File: src/include/sdc_defs.svh
// Constants for the segment descriptor type checker: type codes, selector slots, reset values.
// Included by every design file; definitions only.
`ifndef SDC_DEFS_SVH
`define SDC_DEFS_SVH

// System descriptor type codes (system/user flag clear)
`define SDC_SYS_UPPER_HALF 4'h0
`define SDC_SYS_TSS16_AVAIL 4'h1
`define SDC_SYS_LDT 4'h2
`define SDC_SYS_TSS16_BUSY 4'h3
`define SDC_SYS_CALL16 4'h4
`define SDC_SYS_TASK_GATE 4'h5
`define SDC_SYS_INT16 4'h6
`define SDC_SYS_TRAP16 4'h7
`define SDC_SYS_TSS_AVAIL 4'h9
`define SDC_SYS_TSS_BUSY 4'hB
`define SDC_SYS_CALL 4'hC
`define SDC_SYS_INT 4'hE
`define SDC_SYS_TRAP 4'hF

// Bit positions inside a user descriptor type code
`define SDC_BIT_EXEC 3
`define SDC_BIT_EXPAND 2
`define SDC_BIT_RW 1

// Selector register slots in the loaded-type table
`define SDC_NUM_SEG 6
`define SDC_SEG_CODE 3'h0
`define SDC_SEG_STACK 3'h1
`define SDC_SEG_DATA_A 3'h2
`define SDC_SEG_DATA_B 3'h3
`define SDC_SEG_DATA_C 3'h4
`define SDC_SEG_DATA_D 3'h5

// Reset value of each table entry: user read/write data segment
`define SDC_RST_DESC 5'h13

`endif

File: src/include/sdc_pkg.sv
// Types shared by the descriptor type checker files.
// Assumes sdc_defs.svh is on the include path.
`default_nettype none

package sdc_pkg;

   // Operation kind supplied by the execution pipeline
   typedef enum logic [3:0] {
      SDC_OP_LOAD_LOCAL    = 4'h0,
      SDC_OP_LOAD_TASK     = 4'h1,
      SDC_OP_LOAD_CODE     = 4'h2,
      SDC_OP_LOAD_STACK    = 4'h3,
      SDC_OP_LOAD_DATA     = 4'h4,
      SDC_OP_FAR_XFER      = 4'h5,
      SDC_OP_GATE_REF      = 4'h6,
      SDC_OP_TASKGATE_REF  = 4'h7,
      SDC_OP_INTERRUPT_BACK_OP_LINK     = 4'h8,
      SDC_OP_FAR_BACK      = 4'h9,
      SDC_OP_VECTOR        = 4'hA,
      SDC_OP_READ          = 4'hB,
      SDC_OP_WRITE         = 4'hC
   } sdc_op_e;

   // Operating mode of the processor
   typedef enum logic [1:0] {
      SDC_MODE_LEGACY = 2'h0,
      SDC_MODE_COMPAT = 2'h1,
      SDC_MODE_64     = 2'h2
   } sdc_mode_e;

   // Reason reported with a fault
   typedef enum logic [1:0] {
      SDC_CAUSE_NONE   = 2'h0,
      SDC_CAUSE_DESC   = 2'h1,
      SDC_CAUSE_REF    = 2'h2,
      SDC_CAUSE_ACCESS = 2'h3
   } sdc_cause_e;

endpackage : sdc_pkg

`default_nettype wire

File: src/rtl/sdc_desc_class.sv
// Combinational classifier of one descriptor from its system/user flag and type code.
// Assumes the caller supplies the current long-mode state.
`default_nettype none

`include "sdc_defs.svh"

module sdc_desc_class
   import sdc_pkg::*;
(
   input wire logic i_user,
   input wire logic [3:0] i_type,
   input wire logic i_long,
   output logic o_code,
   output logic o_code_rd,
   output logic o_data,
   output logic o_data_wr,
   output logic o_ldt,
   output logic o_tss_avail,
   output logic o_tss_any,
   output logic o_call_gate,
   output logic o_int_trap,
   output logic o_task_gate,
   output logic o_sys_ok
);

   logic sys;

   // User segments split on the executable bit
   assign sys = ~i_user;
   assign o_code = i_user & i_type[`SDC_BIT_EXEC];
   assign o_code_rd = o_code & i_type[`SDC_BIT_RW];
   assign o_data = i_user & ~i_type[`SDC_BIT_EXEC];
   assign o_data_wr = o_data & i_type[`SDC_BIT_RW];

   // System kinds; legality per mode is folded into o_sys_ok
   always_comb begin
      o_ldt = 1'b0;
      o_tss_avail = 1'b0;
      o_tss_any = 1'b0;
      o_call_gate = 1'b0;
      o_int_trap = 1'b0;
      o_task_gate = 1'b0;
      o_sys_ok = 1'b0;
      if (sys) begin
         unique case (i_type)
            `SDC_SYS_LDT: begin
               o_ldt = 1'b1;
               o_sys_ok = 1'b1;
            end
            `SDC_SYS_TSS_AVAIL: begin
               o_tss_avail = 1'b1;
               o_tss_any = 1'b1;
               o_sys_ok = 1'b1;
            end
            `SDC_SYS_TSS_BUSY: begin
               o_tss_any = 1'b1;
               o_sys_ok = 1'b1;
            end
            `SDC_SYS_TSS16_AVAIL: begin
               o_tss_avail = 1'b1;
               o_tss_any = 1'b1;
               o_sys_ok = ~i_long;
            end
            `SDC_SYS_TSS16_BUSY: begin
               o_tss_any = 1'b1;
               o_sys_ok = ~i_long;
            end
            `SDC_SYS_CALL: begin
               o_call_gate = 1'b1;
               o_sys_ok = 1'b1;
            end
            `SDC_SYS_CALL16: begin
               o_call_gate = 1'b1;
               o_sys_ok = ~i_long;
            end
            `SDC_SYS_INT, `SDC_SYS_TRAP: begin
               o_int_trap = 1'b1;
               o_sys_ok = 1'b1;
            end
            `SDC_SYS_INT16, `SDC_SYS_TRAP16: begin
               o_int_trap = 1'b1;
               o_sys_ok = ~i_long;
            end
            `SDC_SYS_TASK_GATE: begin
               o_task_gate = 1'b1;
               o_sys_ok = ~i_long;
            end
            // Upper half of an extended descriptor must never pass as a legacy one
            `SDC_SYS_UPPER_HALF: o_sys_ok = 1'b0;
            default: o_sys_ok = 1'b0;
         endcase
      end
   end

endmodule // sdc_desc_class

`default_nettype wire

File: src/rtl/sdc_seg_access.sv
// Table of loaded descriptor types per selector register and the access check against it.
// Assumes updates arrive only after a load has passed its type check.
`default_nettype none

`include "sdc_defs.svh"

module sdc_seg_access
   import sdc_pkg::*;
#(
   parameter int NUM_SEG = `SDC_NUM_SEG
) (
   input wire logic i_mclk,
   input wire logic i_sys_rst,
   input wire logic i_upd,
   input wire logic [2:0] i_upd_idx,
   input wire logic [4:0] i_upd_desc,
   input wire logic [2:0] i_idx,
   input wire logic i_rd,
   input wire logic i_wr,
   input wire logic i_mode64,
   output logic o_fault
);

   logic [4:0] desc_q [NUM_SEG];
   logic [4:0] cur;
   logic is_code;
   logic rw_bit;

   // Table only moves on a passed load, so a faulting load leaves it intact
   always_ff @(posedge i_mclk or posedge i_sys_rst) begin
      if (i_sys_rst) begin
         for (int k = 0; k < NUM_SEG; k++) begin
            desc_q[k] <= `SDC_RST_DESC;
         end
      end else if (i_upd && (int'(i_upd_idx) < NUM_SEG)) begin
         desc_q[i_upd_idx] <= i_upd_desc;
      end
   end

   // Out-of-range index reads as the reset type
   assign cur = (int'(i_idx) < NUM_SEG) ? desc_q[i_idx] : `SDC_RST_DESC;
   assign is_code = cur[4] & cur[`SDC_BIT_EXEC];
   assign rw_bit = cur[`SDC_BIT_RW];

   // Legacy access checks; 64-bit mode skips them all and treats data as writable
   always_comb begin
      o_fault = 1'b0;
      if (!i_mode64) begin
         if (i_wr && is_code) begin
            o_fault = 1'b1;
         end
         if (i_wr && !is_code && !rw_bit) begin
            o_fault = 1'b1;
         end
         if (i_rd && is_code && !rw_bit) begin
            o_fault = 1'b1;
         end
      end
   end

endmodule // sdc_seg_access

`default_nettype wire

File: src/rtl/sdc_type_check.sv
// Segment and gate descriptor type checker: judges each request in one cycle.
// Assumes the pipeline holds back any state update until o_done shows no fault.
// Assumes descriptor fields hold steady while i_req is sampled high.
`default_nettype none

`include "sdc_defs.svh"

// Timing seen by the pipeline:
//  - A request is taken on a rising edge with i_req high; all inputs sample there.
//  - The answer comes at the next edge and stands for that one cycle only.
//  - Requests may run back to back every cycle; none is ever refused.
//  - A passed selector load writes the table on the edge it is taken,
//    so an access in the next cycle is judged against the new type.
//  - A failed load leaves the table as it was.
//  - Undefined operation codes answer with a descriptor fault.
//  - Mode code 3 checks like neither long mode nor legacy mode.

module sdc_type_check
   import sdc_pkg::*;
#(
   parameter int NUM_SEG = `SDC_NUM_SEG
) (
   input wire logic i_mclk,
   input wire logic i_sys_rst,
   input wire logic i_req,
   input wire logic [3:0] i_op,
   input wire logic [1:0] i_mode,
   input wire logic [2:0] i_seg_idx,
   input wire logic i_desc_user,
   input wire logic [3:0] i_desc_type,
   input wire logic i_ref_user,
   input wire logic [3:0] i_ref_type,
   output logic o_done,
   output logic o_fault,
   output logic [1:0] o_cause
);

   // Decoded operation and mode
   sdc_op_e op;
   sdc_mode_e mode;
   logic is_long;
   logic is_64;
   logic legacy;

   // Descriptor under test
   logic d_code;
   logic d_code_rd;
   logic d_data;
   logic d_data_wr;
   logic d_ldt;
   logic d_tss_avail;
   logic d_tss_any;
   logic d_call;
   logic d_int_trap;
   logic d_task_gate;
   logic d_sys_ok;
   // Descriptor referenced by a gate; only code and task block kinds matter there
   logic r_code;
   logic r_tss_any;
   logic r_sys_ok;

   // Verdict of each stage
   logic desc_ok;
   logic ref_ok;
   logic acc_fault;
   logic is_access;
   logic pass;
   logic upd;
   logic [2:0] upd_idx;
   sdc_cause_e cause_d;

   // Registered answer
   logic done_q;
   logic fault_q;
   logic [1:0] cause_q;

   // Raw pipeline codes seen through the package types
   assign op = sdc_op_e'(i_op);
   assign mode = sdc_mode_e'(i_mode);

   // Mode decode; code 3 is undefined and refuses the legacy-only targets,
   // since treating it as long mode would reject far more than intended
   always_comb begin
      legacy = 1'b0;
      is_long = 1'b0;
      is_64 = 1'b0;
      unique case (mode)
         SDC_MODE_LEGACY: legacy = 1'b1;
         SDC_MODE_COMPAT: is_long = 1'b1;
         SDC_MODE_64: begin
            is_long = 1'b1;
            is_64 = 1'b1;
         end
         default: legacy = 1'b0;
      endcase
   end

   // The same classifier serves the main and the referenced descriptor
   // Both see the long-mode flag, so 16-bit kinds fail in either role
   sdc_desc_class u_desc_class (
      .i_user(i_desc_user),
      .i_type(i_desc_type),
      .i_long(is_long),
      .o_code(d_code),
      .o_code_rd(d_code_rd),
      .o_data(d_data),
      .o_data_wr(d_data_wr),
      .o_ldt(d_ldt),
      .o_tss_avail(d_tss_avail),
      .o_tss_any(d_tss_any),
      .o_call_gate(d_call),
      .o_int_trap(d_int_trap),
      .o_task_gate(d_task_gate),
      .o_sys_ok(d_sys_ok)
   );

   // Referenced target: a gate may only point at code or at a task block
   sdc_desc_class u_ref_class (
      .i_user(i_ref_user),
      .i_type(i_ref_type),
      .i_long(is_long),
      .o_code(r_code),
      .o_code_rd(),
      .o_data(),
      .o_data_wr(),
      .o_ldt(),
      .o_tss_avail(),
      .o_tss_any(r_tss_any),
      .o_call_gate(),
      .o_int_trap(),
      .o_task_gate(),
      .o_sys_ok(r_sys_ok)
   );

   // Type of the descriptor under test against what the operation allows
   // Reads and writes carry no descriptor; they are judged against the table
   // Undefined operation codes fall to the default and fault as a bad descriptor
   always_comb begin
      desc_ok = 1'b0;
      unique case (op)
         // Explicit loads and task switches share these two kinds
         SDC_OP_LOAD_LOCAL: desc_ok = d_ldt & d_sys_ok;
         SDC_OP_LOAD_TASK: desc_ok = d_tss_any & d_sys_ok;
         SDC_OP_LOAD_CODE: desc_ok = d_code;
         // 64-bit mode sees every data segment as writable
         SDC_OP_LOAD_STACK: desc_ok = is_64 ? d_data : d_data_wr;
         // Readable bit does not matter for code in 64-bit mode
         SDC_OP_LOAD_DATA: desc_ok = d_data | (d_code & (d_code_rd | is_64));
         SDC_OP_FAR_XFER: begin
            desc_ok = d_code
               | (d_call & d_sys_ok)
               | (legacy & d_task_gate)
               | (legacy & d_tss_avail);
         end
         // Gates are judged here; their targets in the next process
         SDC_OP_GATE_REF: desc_ok = (d_call | d_int_trap) & d_sys_ok;
         SDC_OP_TASKGATE_REF: desc_ok = d_task_gate & d_sys_ok;
         // Busy or available task block both qualify as a back-link
         SDC_OP_INTERRUPT_BACK_OP_LINK: desc_ok = d_tss_any & d_sys_ok;
         // Covers the interrupt back target as well
         SDC_OP_FAR_BACK: desc_ok = d_code;
         SDC_OP_VECTOR: desc_ok = (d_int_trap | d_task_gate) & d_sys_ok;
         SDC_OP_READ, SDC_OP_WRITE: desc_ok = 1'b1;
         default: desc_ok = 1'b0;
      endcase
   end

   // Referenced descriptor, only looked at for gate references
   // An illegal gate is reported first, so its target only matters after that
   always_comb begin
      ref_ok = 1'b1;
      unique case (op)
         SDC_OP_GATE_REF: ref_ok = r_code;
         // Either width of task block that the mode allows
         SDC_OP_TASKGATE_REF: ref_ok = r_tss_any & r_sys_ok;
         default: ref_ok = 1'b1;
      endcase
   end

   // Only reads and writes take the table verdict into account
   assign is_access = (op == SDC_OP_READ) || (op == SDC_OP_WRITE);

   // Accesses are judged against the type captured at the last passed load
   // Strobes are qualified by the request, so an idle cycle never faults
   // and never touches the table
   sdc_seg_access #(
      .NUM_SEG(NUM_SEG)
   ) u_seg_access (
      .i_mclk(i_mclk),
      .i_sys_rst(i_sys_rst),
      .i_upd(upd),
      .i_upd_idx(upd_idx),
      .i_upd_desc({i_desc_user, i_desc_type}),
      .i_idx(i_seg_idx),
      .i_rd(i_req && (op == SDC_OP_READ)),
      .i_wr(i_req && (op == SDC_OP_WRITE)),
      .i_mode64(is_64),
      .o_fault(acc_fault)
   );

   // Cause priority: the descriptor itself, then its target, then the access
   // One cause only is reported; a bad gate hides whatever its target would show
   always_comb begin
      if (!desc_ok) begin
         cause_d = SDC_CAUSE_DESC;
      end else if (!ref_ok) begin
         cause_d = SDC_CAUSE_REF;
      end else if (is_access && acc_fault) begin
         cause_d = SDC_CAUSE_ACCESS;
      end else begin
         cause_d = SDC_CAUSE_NONE;
      end
   end

   // A request passes only when no stage objected
   assign pass = (cause_d == SDC_CAUSE_NONE);

   // Only a passed selector load may refresh the table; faulting loads leave it untouched
   // A far transfer through a gate loads the code selector later, at the gate's
   // target, so only a direct code target refreshes the code slot here.
   // Table write and verdict share one edge, so a following access sees the new type.
   always_comb begin
      upd = 1'b0;
      upd_idx = `SDC_SEG_CODE;
      if (i_req && pass) begin
         unique case (op)
            SDC_OP_LOAD_CODE, SDC_OP_FAR_BACK: upd = 1'b1;
            SDC_OP_FAR_XFER: upd = d_code;
            SDC_OP_LOAD_STACK: begin
               upd = 1'b1;
               upd_idx = `SDC_SEG_STACK;
            end
            SDC_OP_LOAD_DATA: begin
               upd = (i_seg_idx >= `SDC_SEG_DATA_A) && (i_seg_idx <= `SDC_SEG_DATA_D);
               upd_idx = i_seg_idx;
            end
            default: upd = 1'b0;
         endcase
      end
   end

   // One answer per request, the cycle after it is taken
   // Nothing is ever refused, so the answer needs no handshake back
   always_ff @(posedge i_mclk or posedge i_sys_rst) begin
      if (i_sys_rst) begin
         done_q <= 1'b0;
      end else begin
         done_q <= i_req;
      end
   end

   // Single fault pulse per failing request
   always_ff @(posedge i_mclk or posedge i_sys_rst) begin
      if (i_sys_rst) begin
         fault_q <= 1'b0;
      end else begin
         fault_q <= i_req && !pass;
      end
   end

   // Cause is forced to none between requests so a stale value never reads as valid
   always_ff @(posedge i_mclk or posedge i_sys_rst) begin
      if (i_sys_rst) begin
         cause_q <= SDC_CAUSE_NONE;
      end else begin
         cause_q <= i_req ? cause_d : SDC_CAUSE_NONE;
      end
   end

   // Outputs straight from the flops; each is a one-cycle pulse after its request
   assign o_done = done_q;
   assign o_fault = fault_q;
   assign o_cause = cause_q;

endmodule // sdc_type_check

`default_nettype wire

File: config.mk
export PLATFORM = sky130hd
export DESIGN_NAME = sdc_type_check
export DESIGN_NICKNAME = d
export VERILOG_FILES = /design/src/include/sdc_pkg.sv /design/src/rtl/sdc_desc_class.sv /design/src/rtl/sdc_seg_access.sv /design/src/rtl/sdc_type_check.sv
export VERILOG_INCLUDE_DIRS = /design/src /design/src/include
export SDC_FILE = /design/constraint.sdc
export NUM_CORES = 1
export LEC_CHECK = 0
export ABC_AREA = 1
export BUFFER_PORTS_ARGS = -buffer_cell sky130_fd_sc_hd__buf_4
export CORE_AREA = 4 4 58 60
export DETAILED_ROUTE_END_ITERATION = 7
export DIE_AREA = 0 0 62 64
export PLACE_DENSITY_LB_ADDON = 0.12
export SLEW_MARGIN = 30
export SYNTH_ARGS = -nofsm -noshare
export SYNTH_HDL_FRONTEND = slang
export SYNTH_HIERARCHICAL = 1
export SYNTH_SLANG_ARGS = --single-unit
export TNS_END_PERCENT = 30
File: constraint.sdc
create_clock -name i_mclk -period 3.1 [get_ports i_mclk]
set_clock_uncertainty 0.2 [all_clocks]
set_input_delay 0.31 -clock i_mclk [delete_from_list [all_inputs] [get_ports i_mclk]]
set_output_delay 0.31 -clock i_mclk [all_outputs]
set_load 0.02 [all_outputs]
# ---- After elaboration in Yosys (flattened, before gate mapping)
# Index checks and enable logic that the tools add are counted.
dict set report word_totals {
  register_bits 34
  in_bits 22
  wordCells 158
}
dict set report op_classes {
  n_lt_le_gt_ge 7
  eq_ne 38
  mux 43
  n_bitwise 27
  n_reduce_logical 34
}
# op count
set op_table {}
lappend op_table {{$eq 4x4->1 const B} 15}
lappend op_table {{$eq 4x3->1 const B} 12}
lappend op_table {{$bwmux 30} 1}
lappend op_table {{$mux 1} 25}
lappend op_table {{$eq 4x2->1 const B} 6}
lappend op_table {{$reduce_or 6->1} 4}
lappend op_table {{$mux 5} 4}
lappend op_table {{$and 1x1->1} 16}
lappend op_table {{$bmux 5 s3} 1}
lappend op_table {{$demux 5 s3} 1}
lappend op_table {{$logic_and 1x1->1} 13}
lappend op_table {{$eq 4x1->1 const B} 3}
lappend op_table {{$reduce_or 2->1} 6}
lappend op_table {{$reduce_or 4->1} 3}
lappend op_table {{$pmux 1 s10} 1}
lappend op_table {{$ge 4x4->1 const B} 2}
lappend op_table {{$mux 2} 4}
lappend op_table {{$not 3->4} 2}
lappend op_table {{$or 1x1->1} 7}
lappend op_table {{$lt 3x3->1 const B} 2}
lappend op_table {{$pmux 1 s2} 3}
lappend op_table {{$pmux 3 s2} 1}
lappend op_table {{$logic_not 2->1} 2}
lappend op_table {{$logic_not 4->1} 1}
lappend op_table {{11 further kinds} 14}

# ---- Longest topological paths before layout
dict set report logic_depth {
  word_depth 25
  mapped_depth 20
}

# ---- Modules after synthesis
# The synthesis kept the hierarchy.
# mod n_inst cells_each area_per_inst_um2 seq_area_each_um2
set by_module_without_submodules {}
lappend by_module_without_submodules {sdc_seg_access 1 108 868.3 465.4}
lappend by_module_without_submodules {sdc_type_check 1 94 520.5 100.1}
lappend by_module_without_submodules {sdc_desc_class 2 32 137.6 0.0}

# ---- Least setup slack after synthesis
# No wires, ideal clock.
dict set report synth_path {
  path_kind {input to register}
  start {input port i_mode[0]}
  end {register u_seg_access/desc_q[18] (netlist bit)}
  setup_ps 127
  arrival_ps 1979
  path_slack_ps 793
  cell_stages 20
  n_path_buf 0
  path_cell_list {inv_1 ha_1 nor2_1 nand2_1 nand2_1 nor2_1 nor2_1 a21oi_1 nand2_1 nand2_1 nand3_1 nor2_1 nand2_2 nand3_2 nor2_1 inv_1 nor2_1 nand2_1 nand2_1 o21ai_0}
}
dict set report synth_between {
  elab_cells_between_ends 48
  cone_classes {order compare: 3; eq/ne: 2; mux: 19; bitwise: 17; reduce/logical: 7}
}
# element line_no
set synth_lines {}
lappend synth_lines {{start, declared} sdc_type_check.sv:27} ;# input wire logic [1:0] i_mode,
lappend synth_lines {{$eq 2x2->1 / $eq 2x1->1 (equally long branches)} sdc_type_check.sv:87} ;# unique case (mode)
lappend synth_lines {{$reduce_or 2->1 (no line) (*)} n/a}
lappend synth_lines {{$mux 1 (*)} sdc_type_check.sv:87}
lappend synth_lines {{net is_long} sdc_type_check.sv:41} ;# logic is_long;
lappend synth_lines {{$not 1->1 (*)} n/a}
lappend synth_lines {{$pmux 1 s2 (*)} sdc_desc_class.sv:45} ;# unique case (i_type)
lappend synth_lines {{$mux 1 (*)} sdc_desc_class.sv:44} ;# if (sys) begin
lappend synth_lines {{net d_sys_ok} sdc_type_check.sv:56} ;# logic d_sys_ok;
lappend synth_lines {{[... 3 more ...]} n/a}
lappend synth_lines {{$or 1x1->1} sdc_type_check.sv:153} ;# | (legacy & d_tss_avail);
lappend synth_lines {{$pmux 1 s10 (*)} sdc_type_check.sv:140} ;# unique case (op)
lappend synth_lines {{$mux 2 (*)} sdc_type_check.sv:204} ;# if (!desc_ok) begin
lappend synth_lines {{$logic_not 2->1 (*)} sdc_type_check.sv:216} ;# assign pass = (cause_d == SDC_CAUSE_NONE);
lappend synth_lines {{$logic_and 1x1->1 (*)} sdc_type_check.sv:225} ;# if (i_req && pass) begin
lappend synth_lines {{$mux 1 (*)} sdc_type_check.sv:225}
lappend synth_lines {{net upd} sdc_type_check.sv:68} ;# logic upd;
lappend synth_lines {{$logic_and 1x1->1 (*)} sdc_seg_access.sv:35} ;# end else if (i_upd && (int'(i_upd_idx) < NUM_SEG)) begin
lappend synth_lines {{end signal, assigned by index} sdc_seg_access.sv:33} ;# desc_q[k] <= `SDC_RST_DESC;
lappend synth_lines {{end signal, assigned by index} sdc_seg_access.sv:36} ;# desc_q[i_upd_idx] <= i_upd_desc;
lappend synth_lines {{end, declared} sdc_seg_access.sv:24} ;# logic [4:0] desc_q [NUM_SEG];
# Mark *: on every way through the listed nets, which the timed path passes. The rest lies on a longest branch.
# A chain may end at the register's enable or synchronous reset.

# ---- Final worst setup path
dict set report layout_path {
  start {input port i_req}
  end {register u_seg_access/desc_q[16] (netlist bit)}
}
dict set report layout_between {
  elab_chain_len 19
  elab_cells_between_ends 28
  cone_classes {order compare: 3; mux: 12; bitwise: 1; reduce/logical: 12}
}
# element line_no
set layout_lines {}
lappend layout_lines {{start, declared} sdc_type_check.sv:25} ;# input wire logic i_req,
lappend layout_lines {{$logic_and 1x1->1} sdc_type_check.sv:196} ;# .i_wr(i_req && (op == SDC_OP_WRITE)),
lappend layout_lines {{$logic_and 1x1->1, on equally long branches} {sdc_seg_access.sv:49, sdc_seg_access.sv:52}}
lappend layout_lines {{$mux 1 / $logic_and 1x1->1 (equally long branches)} {sdc_seg_access.sv:49, sdc_seg_access.sv:52}}
lappend layout_lines {{$mux 1} sdc_seg_access.sv:52} ;# if (i_wr && !is_code && !rw_bit) begin
lappend layout_lines {{$mux 1 (*)} sdc_seg_access.sv:55} ;# if (i_rd && is_code && !rw_bit) begin
lappend layout_lines {{$mux 1 (*)} sdc_seg_access.sv:48} ;# if (!i_mode64) begin
lappend layout_lines {{net acc_fault} sdc_type_check.sv:65} ;# logic acc_fault;
lappend layout_lines {{$logic_and 1x1->1 (*)} sdc_type_check.sv:208} ;# end else if (is_access && acc_fault) begin
lappend layout_lines {{[... 5 more ...]} n/a}
lappend layout_lines {{$mux 3 (*)} sdc_type_check.sv:225}
lappend layout_lines {{net upd_idx[1]} sdc_type_check.sv:69} ;# logic [2:0] upd_idx;
lappend layout_lines {{$not 3->4 (implied by the code)} sdc_seg_access.sv:36}
lappend layout_lines {{$ge 4x4->1 (implied by the code) / $lt 4x1->1 (equally long branches)} sdc_seg_access.sv:36}
lappend layout_lines {{$logic_and 1x1->1 (implied by the code)} sdc_seg_access.sv:36}
lappend layout_lines {{$mux 5 (implied by the code)} sdc_seg_access.sv:36}
lappend layout_lines {{$demux 5 s3} sdc_seg_access.sv:36}
lappend layout_lines {{$bwmux 30} sdc_seg_access.sv:36}
# Marked as above.

==> impl_metrics.py <==
metrics = {
    "outcome": {
        "status": "finished clean",
    },
    "power_and_ir_drop": {
        "power_frac_comb_pct": 20.2,
        "switchingPower_mw": 0.179,
        "powerDensity_nw_per_um2": 357,
        "clkPwrFrac_pct": 32.5,
        "intPower_mw": 0.495,
        "sw_frac_of_total_pct": 26.5,
        "power.leakage_nw": 0.962,
        "max-vdd-ir-drop_mv": 0.417,
        "sequentialPowerShare_pct": 47.3,
    },
    "global_route": {
        "grt_antenna_before_repair": 0,
        "grt_usage_pct": 21.0,
        "grt_pass1_wl_mm": 6.47,
        "grt_pass1_vias": 1485,
        "grt.overflow.total": 0,
        "grt_max_degree": 19,
    },
    "timing": {
        "hold_viol": 0,
        "fin_ws_ns": 0.615,
        "setup_total_negative_slack_ns": 0,
        "maxSlewViolCount": 0,
        "period_needed_ns": 2.48,
        "final.period_utilization_pct": 80.1,
        "setup_violations": 0,
        "max_freq_ghz": 0.402,
        "rsz0062_at_grt": "false",
        "worstMarginPinSlew_ns": 0.633,
        "slew_headroom_pct": 57.8,
    },
    "place": {
        "place_ws_ns": 0.452,
        "port_buffers": 25,
        "gp_congestion": 0.846,
        "dp_hpwl_mm": 2.84,
    },
    "clock_network": {
        "cts.repair.resized": 0,
        "ctsHoldBuffers": 2,
        "cts_tree": "done",
        "cts_root_buf": "clkbuf_4",
        "cts_made_buffers": 3,
        "clk_path_buf_depth": 2,
        "clock_insertion_delay_worst_skew_ns": 0.31,
        "htreeDepth": 1,
        "clk_pin_slew_ns": 0.12,
        "post_cts_buffers": 0,
        "clock-sinks": 22,
    },
    "setup_path": {
        "path_max_fanout": 6,
        "cp_slowest_cell": "dlygate4sd3_1",
        "cp_slowest_stage_delay_ns": 0.54,
        "start_kind": "primary input",
        "worstSetupPathType": "primary input to flop",
        "rr_startpoint": "u_seg_access/desc_q[6]$_DFFE_PP1P_",
        "crit_path_cell_trace": "dlygate4sd3_1 -> buf_4 -> inv_1 -> nor2_1 -> nand2_1 -> nand2_1 -> nand2_1 -> nor2_1 -> nand2_1 -> nand2_1 -> inv_1 -> nand3_2 -> nor2_1 -> inv_1 -> nor2_1 -> nand2_1 -> o21ai_0",
        "worstPathRequired_ns": 3.13,
        "crit_start": "i_req",
        "worstPathArrival_ns": 2.52,
        "crit_top_cell": "nand2_1",
        "crit_path_end_kind": "flop",
    },
    "logic_synthesis": {
        "syn_inst": 257,
        "netlist_area_um2": 1620,
        "syn_avg_cell_area_um2": 6.30,
        "ys_warn_count": 6,
        "synth_nets": 281,
    },
    "finish": {
        "nFillCells": 283,
        "final_common_cell": "nand2_1",
        "area_delta_synth_final_pct": 16.4,
        "layout_common_cells": "nand2_1 (83), nor2_1 (37), inv_1 (34)",
        "nNetsFinal": 308,
        "layout-drive-gt1-share_pct": 20.5,
        "n_antenna_cell": 0,
    },
    "die": {
        "dieArea_um2": 3970,
        "rows": 20,
        "dieHeight_um": 64,
        "dieWidth_um": 62,
        "start_util_pct": 55.3,
        "ioPinCount": 26,
        "core_area_um2": 2930,
    },
    "routing": {
        "vias": 1637,
        "wirelength_mm": 3.58,
        "drc": 0,
        "drtAntennaViolNets": 0,
        "first_iter_violations": 106,
        "routedWlPerCell_um": 11.3,
        "drtPass1Iterations": 4,
        "via_per_inst": 5.18,
    },
    "worst_hold_path": {
        "worst_hold_path_type": "primary input to flop",
        "min_from": "i_desc_type[1]",
    },
    "flow_run": {
        "max_cap_viol_count": 0,
    },
}
==> routing by layer <==
metal / GRT usage, % / part of all wire (%) / vias to the layer above
met5: 0 / 0 / -
met4: 6.90 / 0.84 / 0
met3: 4.24 / 7.9 / 4
met2: 30.7 / 44 / 61
met1: 30.5 / 47 / 724
li1: - / - / 848
==> sequential cells by signal (all words and copies together) (netlist names) <==
register	cells
u_seg_access/desc_q	18
o_fault	1
o_cause	2
o_done	1
==> through the flow <==
stage | area [um^2] | power (mW) | util, % | instances | hold WS, ns
finish | 1890 | 0.674 | 64.4 | 316 | 0.174
global route | 1890 | 0.719 | 64.4 | 316 | 0.176
CTS | 1890 | 0.681 | 64.4 | 316 | 0.162
detailed placement | 1810 | 0.458 | 61.9 | 310 | 0.0105
global placement | 1810 | 0.455 | 61.9 | 310 | 0.00863
floorplan | 1620 | 0.407 | - | 257 | -0.124
==> critical path, delay by kind of cell <==
| kind | cells | cell delay [ns] |
|---|---|---|
| simple gates | 11 | 1.03 |
| buf+inv | 5 | 0.95 |
| compound gates | 1 | 0.22 |
==> layout make-up <==
class,instances,area (um^2),share of cell area (%)
clock buffers,3,22.5,1.19
inverters,41,160,8.49
repair buffers,27,208,11.0
flip-flops and latches,22,566,30.0
clock inverters,1,30.0,1.59
multi-input cells,189,858,45.5
well taps,33,41.3,2.19
==> power by group through the flow <==
stage	Clock [mW]	Combinational [mW]	Sequential, mW
detailed placement	0	0.134	0.323
floorplan	0	0.0819	0.325
finish	0.219	0.136	0.319
CTS	0.226	0.136	0.319
global route	0.243	0.155	0.321
global placement	0	0.132	0.323
==> path summary, 6_finish.rpt <==
check / cells after the start / endpoint / slack [ns]
max in group asynchronous: 3 / u_seg_access/desc_q[13]$_DFFE_PP0P_ / 1.86
setup / recovery: 17 / u_seg_access/desc_q[16]$_DFFE_PP1P_ / 0.62
setup reg to reg: 16 / u_seg_access/desc_q[16]$_DFFE_PP1P_ / 0.65
hold / removal: 3 / u_seg_access/desc_q[11]$_DFFE_PP1P_ / 0.17
min in group asynchronous: 3 / o_done$_DFF_PP0_ / 0.23
hold reg to reg: 2 / u_seg_access/desc_q[4]$_DFFE_PP1P_ / 0.29
Note: power is estimated with default switching activity, not from simulation.
